==> config.mk <==
export PLATFORM = sky130hd
export DESIGN_NAME = lxs_serial_port
export DESIGN_NICKNAME = d
export VERILOG_FILES = /design/src/verilog/lxs_pkg.sv /design/src/verilog/lxs_serial_port.sv
export SDC_FILE = /design/constraint.sdc
export NUM_CORES = 1
export LEC_CHECK = 0
export BUFFER_PORTS_ARGS = -buffer_cell sky130_fd_sc_hd__clkbuf_2
export CAP_MARGIN = 25
export CORE_ASPECT_RATIO = 1.5
export CORE_MARGIN = 5
export CORE_UTILIZATION = 67
export DETAILED_ROUTE_END_ITERATION = 6
export PLACE_DENSITY = 0.9
export SYNTH_ARGS = -nofsm -noshare
export SYNTH_HDL_FRONTEND = slang
export SYNTH_SLANG_ARGS = --single-unit
==> constraint.sdc <==
create_clock -name clk -period 4.7 [get_ports clk]
set_input_delay 0.94 -clock clk [delete_from_list [all_inputs] [get_ports clk]]
set_output_delay 0.94 -clock clk [all_outputs]
set_load 0.02 [all_outputs]
==> src/verilog/lxs_pkg.sv <==
// What this block does
// RL1: each serial clock rise shifts the input bit into a 16-bit register.
// RL2: the serial output changes on each serial clock fall.
// RL3: serial clock edges are ignored while chip select is high.
// RL4: chip select rise latches the last 16 bits; host sends command last.
// RL5: input bits reach the serial output 15.5 serial clocks later.
// RL6: in clock-input mode the pin's square wave times the PWM.
// RL7: dual-function pin power-up default depends on product variant.
// RL8: software may set the dual-function pin either way in both variants.
// RL9: host selects serial output when reading inputs or checking writes.
// RL10: all ten ports are high impedance after power-up.
// RL11: power-up high impedance is not an input setting until written.
// RL12: the device starts in shutdown.
// RL13: each port is a current sink, logic input or open-drain output.
// RL14: each current-sink port has its own 8-bit PWM setting.
// RL15: each current-sink port has its own half/full current bit.
// RL16: one global 3-bit current scale applies to all sink outputs.
// RL17: clearing run bit D0 enters shutdown; setting it leaves shutdown.
// RL18: codes 00 low, 01 high/input, 02 static, 03-FE PWM, FF off.
// RL19: dual-function pin mode is a configuration bit written serially.
package lxs_pkg;
	localparam int NUM_PORTS = 10;
	localparam int SR_BITS   = 16;

	// serial word: read flag, register address, data byte
	typedef struct packed {
		logic       rd;
		logic [6:0] addr;
		logic [7:0] data;
	} lxs_cmd_t;

	localparam logic [6:0] ADDR_PORT0   = 7'h00;
	localparam logic [6:0] ADDR_IN_LO   = 7'h0E;
	localparam logic [6:0] ADDR_IN_HI   = 7'h0F;
	localparam logic [6:0] ADDR_CFG     = 7'h10;
	localparam logic [6:0] ADDR_FULL_LO = 7'h11;
	localparam logic [6:0] ADDR_FULL_HI = 7'h12;
	localparam logic [6:0] ADDR_GLOB    = 7'h13;

	localparam int CFG_RUN_BIT   = 0;
	localparam int CFG_CLKIN_BIT = 1;

	localparam logic [7:0] CODE_LOW    = 8'h00;
	localparam logic [7:0] CODE_HIGH   = 8'h01;
	localparam logic [7:0] CODE_STATIC = 8'h02;
	localparam logic [7:0] CODE_OFF    = 8'hFF;

	localparam logic [7:0] RST_PORT_CODE = CODE_OFF;
	localparam logic [9:0] RST_FULL      = 10'h000;
	localparam logic [2:0] RST_GLOB      = 3'h7;

	// internal PWM step rate, at the top of its frequency range
	localparam longint CLK_HZ       = 200000000;
	localparam longint INT_PWM_HZ   = 45000;
	localparam int     INT_TICK_CYC = int'(CLK_HZ / INT_PWM_HZ);
endpackage : lxs_pkg

==> src/verilog/lxs_serial_port.sv <==
`timescale 1ns/10ps
module lxs_serial_port #(
	parameter int unsigned TICK_CYC    = lxs_pkg::INT_TICK_CYC, // pwm step
	parameter bit          CLKIN_DFLT  = 1'b0  // variant: pin as clock in
) (
	input  wire logic                           clk,          // 200 MHz
	input  wire logic                           arst_n,       // async reset
	input  wire logic                           sclk,         // serial clock
	input  wire logic                           cs_n,         // chip select
	input  wire logic                           din,          // serial in
	input  wire logic                           dual_in,      // pin level
	output logic                                dual_out,     // serial out
	output logic                                dual_oe_n,    // low: driven
	input  wire logic [lxs_pkg::NUM_PORTS-1:0]  io_ports_in,  // port levels
	output logic      [lxs_pkg::NUM_PORTS-1:0]  io_ports_out, // always low
	output logic      [lxs_pkg::NUM_PORTS-1:0]  io_ports_oe_n,// low: sinking
	output logic      [lxs_pkg::NUM_PORTS-1:0]  current_full, // full current
	output logic      [2:0]                     global_current,// scale
	output logic                                shutdown      // in shutdown
);
	import lxs_pkg::*;

	////////////////////////////////////////////////////////////////////////
	// pin synchronisers; first stage feeds only the second

	logic                 sclk_s1, sclk_s2, sclk_d;
	logic                 cs_s1, cs_s2, cs_d;
	logic                 din_s1, din_s2;
	logic                 pck_s1, pck_s2, pck_d;
	logic [NUM_PORTS-1:0] io_s1, io_s2;

	always_ff @(posedge clk or negedge arst_n)
	begin
		if (!arst_n)
		begin
			sclk_s1 <= 1'b0;
			sclk_s2 <= 1'b0;
			sclk_d  <= 1'b0;
			cs_s1   <= 1'b1;
			cs_s2   <= 1'b1;
			cs_d    <= 1'b1;
			din_s1  <= 1'b0;
			din_s2  <= 1'b0;
			pck_s1  <= 1'b0;
			pck_s2  <= 1'b0;
			pck_d   <= 1'b0;
			io_s1   <= '0;
			io_s2   <= '0;
		end
		else
		begin
			sclk_s1 <= sclk;
			sclk_s2 <= sclk_s1;
			sclk_d  <= sclk_s2;
			cs_s1   <= cs_n;
			cs_s2   <= cs_s1;
			cs_d    <= cs_s2;
			din_s1  <= din;
			din_s2  <= din_s1;
			pck_s1  <= dual_in;
			pck_s2  <= pck_s1;
			pck_d   <= pck_s2;
			io_s1   <= io_ports_in;
			io_s2   <= io_s1;
		end
	end

	logic sck_rise, sck_fall, cs_rise, pck_rise;
	assign sck_rise = sclk_s2 & ~sclk_d & ~cs_s2;  // RL3
	assign sck_fall = ~sclk_s2 & sclk_d & ~cs_s2;  // RL3
	assign cs_rise  = cs_s2 & ~cs_d;
	assign pck_rise = pck_s2 & ~pck_d;

	////////////////////////////////////////////////////////////////////////
	// state

	logic [SR_BITS-1:0] sr, next_sr;
	logic               dout_q, next_dout_q;
	logic [7:0]         port_code [NUM_PORTS];
	logic [7:0]         next_port_code [NUM_PORTS];
	logic [9:0]         full_q, next_full_q;
	logic [2:0]         glob_q, next_glob_q;
	logic               run, next_run;
	logic               clk_sel, next_clk_sel;
	logic               strap_done, next_strap_done;
	logic [7:0]         pwm_cnt, next_pwm_cnt;
	logic [15:0]        tick_cnt, next_tick_cnt;
	logic [NUM_PORTS-1:0] oe_n_q, next_oe_n_q;

	lxs_cmd_t cmd;
	assign cmd = lxs_cmd_t'(sr);

	function automatic logic [7:0] rd_reg(input logic [6:0] a);
		logic [7:0] v;
		v = 8'h00;
		if (a < 7'(NUM_PORTS))
			v = port_code[a[3:0]];
		else if (a == ADDR_IN_LO)
			v = io_s2[7:0];
		else if (a == ADDR_IN_HI)
			v = {6'h00, io_s2[9:8]};
		else if (a == ADDR_CFG)
			v = {6'h00, clk_sel, run};
		else if (a == ADDR_FULL_LO)
			v = full_q[7:0];
		else if (a == ADDR_FULL_HI)
			v = {6'h00, full_q[9:8]};
		else if (a == ADDR_GLOB)
			v = {5'h00, glob_q};
		return v;
	endfunction : rd_reg

	// 1 = pin released; code 00 sinks always, static and PWM codes only while running
	function automatic logic port_oe_n(input logic [7:0] c,
		input logic r, input logic [7:0] n);
		if (c == CODE_LOW)
			return 1'b0;
		if (c == CODE_HIGH || c == CODE_OFF)
			return 1'b1;
		if (c == CODE_STATIC)
			return ~r;
		return ~(r && (n < c));
	endfunction : port_oe_n

	////////////////////////////////////////////////////////////////////////
	// next values

	always_comb
	begin
		next_sr         = sr;
		next_dout_q     = dout_q;
		next_port_code  = port_code;
		next_full_q     = full_q;
		next_glob_q     = glob_q;
		next_run        = run;
		next_clk_sel    = clk_sel;
		next_strap_done = 1'b1;
		next_pwm_cnt    = pwm_cnt;
		next_tick_cnt   = tick_cnt;
		// variant default caught once after reset release
		if (!strap_done)
			next_clk_sel = CLKIN_DFLT;                      // RL7
		if (sck_rise)
			next_sr = {sr[SR_BITS-2:0], din_s2};            // RL1
		if (sck_fall)
			next_dout_q = sr[SR_BITS-1];                    // RL2 RL5
		if (cs_rise)                                        // RL4
		begin
			if (cmd.rd)
				next_sr = {sr[15:8], rd_reg(cmd.addr)};
			else if (cmd.addr < 7'(NUM_PORTS))
				next_port_code[cmd.addr[3:0]] = cmd.data;   // RL13 RL14
			else if (cmd.addr == ADDR_CFG)
			begin
				next_run     = cmd.data[CFG_RUN_BIT];       // RL17
				next_clk_sel = cmd.data[CFG_CLKIN_BIT];     // RL8 RL19
			end
			else if (cmd.addr == ADDR_FULL_LO)
				next_full_q[7:0] = cmd.data;                // RL15
			else if (cmd.addr == ADDR_FULL_HI)
				next_full_q[9:8] = cmd.data[1:0];           // RL15
			else if (cmd.addr == ADDR_GLOB)
				next_glob_q = cmd.data[2:0];                // RL16
		end
		// pwm timebase: pin clock or internal divider
		if (clk_sel)
		begin
			next_tick_cnt = 16'h0000;
			if (pck_rise)
				next_pwm_cnt = pwm_cnt + 8'h01;             // RL6
		end
		else if (tick_cnt >= 16'(TICK_CYC - 1))
		begin
			next_tick_cnt = 16'h0000;
			next_pwm_cnt  = pwm_cnt + 8'h01;
		end
		else
			next_tick_cnt = tick_cnt + 16'h0001;
		for (int i = 0; i < NUM_PORTS; i++)
			next_oe_n_q[i] = port_oe_n(port_code[i], run, pwm_cnt); // RL18
	end

	always_ff @(posedge clk or negedge arst_n)
	begin
		if (!arst_n)
		begin
			sr         <= '0;
			dout_q     <= 1'b0;
			for (int i = 0; i < NUM_PORTS; i++)
				port_code[i] <= RST_PORT_CODE;              // RL10 RL11
			full_q     <= RST_FULL;
			glob_q     <= RST_GLOB;
			run        <= 1'b0;                             // RL12
			clk_sel    <= 1'b0;
			strap_done <= 1'b0;
			pwm_cnt    <= 8'h00;
			tick_cnt   <= 16'h0000;
			oe_n_q     <= '1;                               // RL10
		end
		else
		begin
			sr         <= next_sr;
			dout_q     <= next_dout_q;
			port_code  <= next_port_code;
			full_q     <= next_full_q;
			glob_q     <= next_glob_q;
			run        <= next_run;
			clk_sel    <= next_clk_sel;
			strap_done <= next_strap_done;
			pwm_cnt    <= next_pwm_cnt;
			tick_cnt   <= next_tick_cnt;
			oe_n_q     <= next_oe_n_q;
		end
	end

	////////////////////////////////////////////////////////////////////////
	// outputs; ports are open drain, so they only ever pull low

	assign dual_out       = dout_q;
	assign dual_oe_n      = clk_sel;                        // RL19
	assign io_ports_out   = '0;
	assign io_ports_oe_n  = oe_n_q;
	assign current_full   = full_q;
	assign global_current = glob_q;
	assign shutdown       = ~run;
endmodule : lxs_serial_port

==> results of run 1 <==
==> metal layers <==
| metal | global-route usage, % | vias up | wire length (um) |
|---|---|---|---|
| met5 | 0 | - | 0 |
| met4 | 21.6 | 0 | 1860 |
| met3 | 5.92 | 150 | 1800 |
| met2 | 52.7 | 449 | 12900 |
| met1 | 35.6 | 3696 | 8930 |
| li1 | - | 3279 | - |
==> final cells by class <==
type | count | area [um2]
inverter | 75 | 282
sequential | 178 | 4580
tap | 196 | 245
multi-input combinational | 610 | 4780
timing repair buffer | 48 | 277
clock buffer | 18 | 439
fill | 883 | 3700
clock inverter | 14 | 163
==> cell usage after synthesis (all sizes together), types with 5 or more instances <==
master / number
nor4: 24
o221a: 6
buf: 19
mux4: 18
or3: 10
a221oi: 6
clkbuf: 24
o21ai: 41
nor2: 45
a211oi: 10
mux2: 69
nor4b: 11
xnor2: 7
a311oi: 6
inv: 75
nor2b: 13
a31oi: 12
a21o: 10
a21oi: 22
nor3: 7
dfstp: 96
nand2b: 14
ha: 72
mux2i: 21
xor2: 10
nand3: 13
nand4: 48
dfrtp: 82
nand2: 77
nor3b: 5
==> registers in the layout (all words and copies together) (netlist names), 3 cells and up <==
signal and count:
io_s1 10, port_code 80, io_ports_oe_n 10, pwm_cnt 8, global_current 3, cmd 16, io_s2 10, tick_cnt 16
current_full 10
==> cells by family after synthesis <==
group                      share of synthesized area [%]
and+or+nand+nor                                     15.6
DFF                                                 46.5
AOI/OAI and AO/OA                                   7.61
buffers and inverters                               5.36
muxes                                               14.2
adders and majority gates                           9.16
xor gates and xnor gates                            1.51
other                                             0.0764
==> worst register-to-register path, delay by kind of cell (launching register included) <==
kind / cells / cell delay [ns]
flops: 1 / 0.89
compound gates: 2 / 0.76
simple gates: 1 / 0.55
mux: 1 / 0.32
==> final timing paths <==
kind	startpoint	end	slack (ns)	depth (start not counted)
max	cmd[10]$_DFFE_PN0P_	run$_DFFE_PN0P_	2.07	4
min reg2reg	io_s1[9]$_DFF_PN0_	io_s2[9]$_DFF_PN0_	0.35	0
max in group asynchronous	arst_n	port_code[51]$_DFFE_PN1P_	3.00	2
max reg2reg	cmd[10]$_DFFE_PN0P_	run$_DFFE_PN0P_	2.07	4
min	io_s1[9]$_DFF_PN0_	io_s2[9]$_DFF_PN0_	0.35	0
min in group asynchronous	arst_n	io_s1[7]$_DFF_PN0_	0.62	1
==> power breakdown <==
| part | leakage, nW | internal, mW | switching [mW] | total [mW] |
|---|---|---|---|---|
| clock network | 0.294 | 0.731 | 0.686 | 1.42 |
| logic | 2.04 | 0.480 | 0.513 | 0.993 |
| registers | 2.04 | 1.65 | 0.343 | 2.00 |
==> through the flow <==
| stage | utilization [%] | setup slack (ns) | hold WS (ns) |
|---|---|---|---|
| finish | 74.4 | 2.07 | 0.351 |
| global route | 74.4 | 1.92 | 0.363 |
| CTS | 74.3 | 2.08 | 0.352 |
| detailed placement | 70.1 | 2.15 | 0.335 |
| global placement | 70.1 | 2.22 | 0.331 |
| floorplan | - | 2.59 | 0.331 |
==> reports/qor.txt, run 1 <==
Port Buffer Count -> 41
Dpl hpwl -> 16300 um
Slew headroom -> 35.9%
Top cells by area, synth -> dfstp_2 26%, dfrtp_1 21%, ha_1 9.2%
FMAX -> 381 MHz
First-pass GRT wire length -> 41000 um
Routed via count -> 7574
Skew final -> 0.0142 ns
Post-synth top area cell -> dfstp_2
IO Pins -> 52
Area delta synth->final -> 9.40%
Setup TNS -> 0 ns
Fin area -> 0.0108 mm2
Drc violations -> 0
EDFF count, synth -> 0
Setup Crit Path Kind -> reg2reg
Worst skew pair latency -> 0.43 ns
Setup violations, final -> 0
Max incr delay on CP -> 0.89 ns
Num CTS Buffers -> 17
Synthesized area per cell -> 11.0 um2
TritonRoute pass-1 iters -> 5
Period minus WS final -> 2.63 ns
Status -> completed
H-Tree Depth -> 4
Initial drt markers -> 684
TritonCTS clock tree -> yes
CP Max Fanout -> 21
Worst vdd ir -> 303 uV
Sinks on Clock Net -> 178
Class of the worst hold path -> reg2reg
Endpoints failing hold -> 0
Diode count -> 0
Power Total -> 4.41 mW
Yosys warnings -> 0
Most common cell after layout, fill and taps aside -> dfstp_2
Row cnt -> 54
Kind of cell adding the most delay to the critical path -> flip-flops
Max_cap viols -> 0
Largest net degree at the start of global routing -> 108
RSZ-0062 raised after global routing -> no
Root buf cell -> clkbuf_16
Final worst-path cycle share -> 55.9%
GPL Wtd Cong -> 0.929
Critical path, cell by cell -> o21ai_0, a21boi_1, or4b_4, mux2_4
Post-Syn Area -> 0.00983 mm2
Layout Cells excl Fill -> 1139
Starting density of the core -> 68.0%
Die ar. -> 0.0173 mm2
Fin. max-slew vios -> 0
Async set or reset register ratio after synthesis -> 100%
Most used flip-flop cell after synthesis -> dfstp_2
Post-route ant nets -> 0
CP startpoint kind -> register
Post-Route WL -> 25500 um
Sequential-to-total area share from yosys stat -> 46.5%
Crit-path slowest cell -> dfrtp_1
Mapped Cells -> 894
CTS resizes -> 0
Area of the core -> 0.0145 mm2
P_leak -> 4.38 nW
GRT Overall Usage -> 31.3%
Wire per inst -> 22.3 um
Grt total ovfl -> 0
DP Area -> 0.0101 mm2
Seq cells post-synth -> 178
Commonest non-fill, non-tap cells in the layout -> 96 x dfstp_2, 81 x dfrtp_1, 75 x inv_1, 75 x nand2_1, 72 x ha_1
Worst-Margin Slew -> 0.962 ns
CTS max path bufs -> 2
Data required, critical path -> 5.01 ns
Netlist cell types -> 52
Initial antenna violation count -> 0
Nets@finish -> 1018
Via density -> 6.65
Top-area cell type share of the netlist area -> 25.6%
Worst path bufs/invs -> 0
DP Cell Count -> 1106
Vias in the first global route -> 7907
Die W -> 109 um
Post-CTS Hold Buffers -> 0
Layout cells sized above 1 -> 29.6%
Clk pin slew, worst setup/hold paths -> 0.07 ns
Crit. End Element -> register
Post-CTS Setup Bufs -> 0
Pwr/cell area -> 410 mW/mm2
Die Height -> 158 um
CP Data Arrival Time -> 2.93 ns
No activity file was read; power rests on OpenSTA's default activity.
==> inputs of run 2 (changes only) <==
--- a/config.mk
+++ b/config.mk
@@ -9,9 +9,9 @@
 export CAP_MARGIN = 25
 export CORE_ASPECT_RATIO = 1.5
 export CORE_MARGIN = 5
-export CORE_UTILIZATION = 67
+export CORE_UTILIZATION = 62
 export DETAILED_ROUTE_END_ITERATION = 6
-export PLACE_DENSITY = 0.9
+export PLACE_DENSITY = 0.85
 export SYNTH_ARGS = -nofsm -noshare
 export SYNTH_HDL_FRONTEND = slang
 export SYNTH_SLANG_ARGS = --single-unit
==> constraint.sdc (replaced) <==
create_clock -name clk -period 2.6 [get_ports clk]
set_input_delay 0.52 -clock clk [delete_from_list [all_inputs] [get_ports clk]]
set_output_delay 0.52 -clock clk [all_outputs]
set_load 0.02 [all_outputs]
==> run 2 against run 1 <==
Against the previous run: clock-buffer cell count fell by 1; routed wire length fell by 1.3%; critical endpoint is now port_code[44]$_DFFE_PN1P_; via count fell by 1.0%; global-route usage fell by 2.8 points; first-iteration DRC count fell by 16%; critical path depth rose by 1; combinational power rose by 88%; sequential share of layout area fell by 0.72 points; final cell count rose by 1.8%; register-to-register slack got worse by 1.9 ns; non-clock buffer count rose by 14.
==> reports/qor.txt, run 2 (same netlist as run 1, synthesis figures left out) <==
Status -> completed
Final worst-path cycle share -> 91.5%
Most common cell after layout, fill and taps aside -> dfstp_2
Root buf cell -> clkbuf_16
First-pass GRT wire length -> 41000 um
Wire per inst -> 21.7 um
Slew headroom -> 45.8%
Post-Route WL -> 25100 um
CP Max Fanout -> 8
Diode count -> 0
Period minus WS final -> 2.38 ns
Largest net degree at the start of global routing -> 78
Setup TNS -> 0 ns
Power Total -> 8.07 mW
GPL Wtd Cong -> 0.910
Max reg flops -> 80
Die Height -> 164 um
Port Buffer Count -> 41
TritonRoute pass-1 iters -> 7
Crit. End Element -> register
Final core occ -> 70.0%
Initial drt markers -> 576
Layout Cells excl Fill -> 1160
Skew final -> 0.0140 ns
Layout cells sized above 1 -> 30.6%
DP Cell Count -> 1128
Nets@finish -> 1032
Largest register by flop count -> port_code
IO Pins -> 52
TritonCTS clock tree -> yes
Worst vdd ir -> 725 uV
Pwr/cell area -> 737 mW/mm2
P_leak -> 4.47 nW
Initial antenna violation count -> 0
CP startpoint kind -> register
Commonest non-fill, non-tap cells in the layout -> 96 x dfstp_2, 81 x dfrtp_1, 75 x inv_1, 75 x nand2_1, 72 x ha_1
Setup ws final -> 0.221 ns
Area of the core -> 0.0156 mm2
Area delta synth->final -> 11.3%
Drc violations -> 0
Post-route ant nets -> 0
Sinks on Clock Net -> 178
Die W -> 113 um
Vias in the first global route -> 7908
Endpoints failing hold -> 0
Fin. max-slew vios -> 0
Fin area -> 0.0109 mm2
Num CTS Buffers -> 17
Critical path, cell by cell -> nor3b_2, and2_1, nand2_2, or4_1, mux2_1
GRT Overall Usage -> 28.4%
Kind of cell adding the most delay to the critical path -> simple AND/OR/NAND/NOR gates
Max incr delay on CP -> 0.62 ns
Grt total ovfl -> 0
CTS resizes -> 0
RSZ-0062 raised after global routing -> no
H-Tree Depth -> 4
Data required, critical path -> 2.95 ns
Die ar. -> 0.0185 mm2
Post-CTS Setup Bufs -> 0
Clk pin slew, worst setup/hold paths -> 0.08 ns
DP Area -> 0.0103 mm2
Setup violations, final -> 0
Worst path bufs/invs -> 0
Row cnt -> 56
Routed via count -> 7495
Worst slack, placed -> 0.284 ns
Post-CTS Hold Buffers -> 0
CP Data Arrival Time -> 2.73 ns
CTS max path bufs -> 2
Via density -> 6.46
FMAX -> 420 MHz
Hold WS -> 0.106 ns
Worst-Margin Slew -> 0.813 ns
Fill count -> 1026
Max_cap viols -> 0
Crit-path slowest cell -> or4_1
Setup Crit Path Kind -> reg2reg
Worst skew pair latency -> 0.44 ns
Starting density of the core -> 62.9%
Class of the worst hold path -> in2async
Dpl hpwl -> 17300 um
## run 2: cell count changes in the layout (fill, tap and decap cells not counted)
cell / delta
inv_6: +1
clkinv_4: -2
clkinv_8: +3
buf_4: +11
inv_8: -2
buf_12: +3
bufinv_16: +1
clkbuf_8: -1
## run 2: per-layer routing
layer	wire [um]	GRT usage, %	up-vias	share of wire [%]
met1	8710	31.1	3716	35
met3	1610	5.05	106	6.4
met5	0	0	-	0
met2	13200	50.2	359	52
met4	1630	18.5	0	6.5
li1	-	-	3314	-
## run 2: power by group
| group | total [mW] | internal (mW) | switching (mW) | leakage [nW] |
|---|---|---|---|---|
| logic | 1.87 | 0.906 | 0.967 | 2.13 |
| registers | 3.54 | 2.99 | 0.548 | 2.04 |
| clock network | 2.65 | 1.40 | 1.25 | 0.306 |
## run 2: layout make-up
type                       instances  area (um2)  share of cell area, %
multi-input combinational        610        4780                   43.7
sequential                       178        4580                   41.8
clock buffer                      17         425                   3.89
timing repair buffer              62         419                   3.83
inverter                          75         282                   2.57
tap                              203         254                   2.32
clock inverter                    15         210                   1.92
## run 2: final timing paths
| check | cells after the start | end | slack, ns | start |
|---|---|---|---|---|
| worst max-delay path | 5 | port_code[44]$_DFFE_PN1P_ | 0.22 | cs_s2$_DFF_PN1_ |
| worst min-delay path | 1 | io_s1[2]$_DFF_PN0_ | 0.11 | arst_n |
| worst max register to register | 5 | port_code[44]$_DFFE_PN1P_ | 0.22 | cs_s2$_DFF_PN1_ |
| worst min register to register | 0 | io_s2[9]$_DFF_PN0_ | 0.35 | io_s1[9]$_DFF_PN0_ |
| max in group asynchronous | 2 | port_code[42]$_DFFE_PN1P_ | 1.72 | arst_n |
| min in group clk | 1 | cs_s1$_DFF_PN1_ | 0.16 | cs_n |
==> inputs of run 3 (changes only) <==
--- a/config.mk
+++ b/config.mk
@@ -9,9 +9,10 @@
 export CAP_MARGIN = 25
 export CORE_ASPECT_RATIO = 1.5
 export CORE_MARGIN = 5
-export CORE_UTILIZATION = 62
+export CORE_UTILIZATION = 64
+export CTS_BUF_LIST = sky130_fd_sc_hd__clkbuf_4 sky130_fd_sc_hd__clkbuf_8
 export DETAILED_ROUTE_END_ITERATION = 6
-export PLACE_DENSITY = 0.85
+export PLACE_DENSITY = 0.87
 export SYNTH_ARGS = -nofsm -noshare
 export SYNTH_HDL_FRONTEND = slang
 export SYNTH_SLANG_ARGS = --single-unit
==> run 3 against run 2 <==
Against the previous run: non-clock buffer count is 1 lower; utilization is 0.76 points higher; clock-buffer cell count stayed put; global-route usage is 0.91 points lower; sequential cell count stayed put; sequential share of layout area is 1.1 points higher; combinational power is 3% lower; critical endpoint is now port_code[46]$_DFFE_PN1P_; largest cell class unchanged; highest routed layer unchanged.
==> reports/qor.txt, run 3 (same netlist as run 1, synthesis figures left out) <==
Crit-path slowest cell -> or4_1
Final worst-path cycle share -> 92.7%
Area delta synth->final -> 8.50%
Switching power of the nets -> 2.65 mW
Area of the core -> 0.0151 mm2
Critical Path Start -> cs_s2$_DFF_PN1_
FMAX -> 415 MHz
Setup TNS -> 0 ns
Max reg flops -> 80
Skew final -> 0.0187 ns
Endpoints failing hold -> 0
Post-route ant nets -> 0
TritonCTS clock tree -> yes
Die W -> 111 um
CP Max Fanout -> 8
Sinks on Clock Net -> 178
Kind of cell adding the most delay to the critical path -> simple AND/OR/NAND/NOR gates
Nets@finish -> 1031
Vias in the first global route -> 7710
Max_cap viols -> 0
GPL Wtd Cong -> 0.918
Post-CTS Setup Bufs -> 0
Layout Cells excl Fill -> 1155
Initial drt markers -> 508
Reg-to-reg endpoint -> port_code[46]$_DFFE_PN1P_
Max incr delay on CP -> 0.61 ns
Slew headroom -> 44.8%
Clk pin slew, worst setup/hold paths -> 0.10 ns
DP Cell Count -> 1122
Class of the worst hold path -> in2reg
Diode count -> 0
Status -> completed
Grt total ovfl -> 0
Routed via count -> 7349
Die ar. -> 0.0180 mm2
Wire per inst -> 20.8 um
Root buf cell -> clkbuf_8
Largest net degree at the start of global routing -> 56
R2R setup slack -> 0.19 ns
CP startpoint kind -> register
Via density -> 6.36
Worst Hold Endpoint -> cs_s1$_DFF_PN1_
Port Buffer Count -> 41
Pwr/cell area -> 680 mW/mm2
Most common cell after layout, fill and taps aside -> dfstp_2
H-Tree Depth -> 4
Clock Power Share -> 25.7%
Post-Route WL -> 24000 um
TritonRoute pass-1 iters -> 5
Commonest non-fill, non-tap cells in the layout -> 96 x dfstp_2, 81 x dfrtp_1, 75 x inv_1, 75 x nand2_1, 72 x ha_1
IO Pins -> 52
Layout cells sized above 1 -> 30.4%
P_leak -> 4.35 nW
Row cnt -> 55
Crit. End Element -> register
Worst Hold Depth -> 1
First-pass GRT wire length -> 39200 um
Combinational Power Share -> 25.1%
Internal cell power -> 4.61 mW
CP Data Arrival Time -> 2.81 ns
Drc violations -> 0
Fin. max-slew vios -> 0
Setup Crit Path Kind -> reg2reg
Num CTS Buffers -> 17
Final core occ -> 70.8%
Die Height -> 162 um
Fill count -> 1030
Dpl hpwl -> 17100 um
Worst skew pair latency -> 0.47 ns
Critical path, cell by cell -> nor3b_2, and2_1, nand2_2, or4_1, mux2_1
Setup violations, final -> 0
GRT Overall Usage -> 27.5%
Starting density of the core -> 65.3%
Largest register by flop count -> port_code
Worst path bufs/invs -> 0
Worst-Margin Slew -> 0.828 ns
R2R depth -> 5
Hold Crit Start -> cs_n
Worst vdd ir -> 498 uV
Initial antenna violation count -> 0
Data required, critical path -> 3.00 ns
RSZ-0062 raised after global routing -> no
Sw frac -> 36.5%
Flop pwr share -> 49.2%
Period minus WS final -> 2.41 ns
CTS max path bufs -> 2
Reg2reg start -> cs_s2$_DFF_PN1_
run 3: worst max-delay path by stage:
stage	endpoint	slack [ns]	depth (start not counted)
floorplan	run$_DFFE_PN0P_	0.49	4
global placement	port_code[45]$_DFFE_PN1P_	0.35	5
detailed placement	port_code[46]$_DFFE_PN1P_	0.23	5
CTS	port_code[46]$_DFFE_PN1P_	0.21	5
global route	port_code[35]$_DFFE_PN1P_	0.11	5
finish	port_code[46]$_DFFE_PN1P_	0.19	5
run 3: metal layers:
metal  part of all wire (%)  vias to the layer above  global-route usage (%)
met1                     38                     3594                    31.4
met3                    5.7                      109                    5.11
met5                      0                        -                       0
met2                     50                      331                    46.7
li1                       -                     3315                       -
met4                    7.2                        0                    18.9
run 3: area by class of cell:
type / count / area (um2) / share of cell area [%]
Tap cell: 199 / 249 / 2.33
Clock inverter: 15 / 163 / 1.52
Timing Repair Buffer: 61 / 389 / 3.65
Inverter: 75 / 282 / 2.64
Multi-Input combinational cell: 610 / 4780 / 44.8
Clock buffer: 17 / 234 / 2.19
Sequential cell: 178 / 4580 / 42.9
run 3: timing repair:
item	CTS	global route
endpoints found under the hold margin	33	0
hold buffers	1	0
resized for setup	0	0
run 3: power groups by stage:
stage          combinational, mW  clock, mW  sequential [mW]
2_1_floorplan               1.39          0             3.28
3_3_place_gp                1.69          0             3.58
3_5_place_dp                1.80          0             3.59
4_1_cts                     1.82       1.90             3.54
5_1_grt                     2.10       2.04             3.57
6_report                    1.82       1.87             3.57
run 3: worst register-to-register path, stage by stage (launching register included):
cell	delay (ns)
dfstp_2	0.57
nor3b_2	0.31
and2_1	0.30
nand2_2	0.13
or4_1	0.61
mux2_1	0.41
run 3: stage by stage:
stage	area, um2	hold slack (ns)	setup slack (ns)	total power [mW]
after global placement	10300	0.333	0.355	5.27
after detailed placement	10300	0.335	0.233	5.39
final	10700	0.119	0.191	7.25
after floorplan	9880	0.224	0.494	4.67
after global routing	10700	0.0774	0.113	7.71
after CTS	10700	0.0993	0.211	7.26
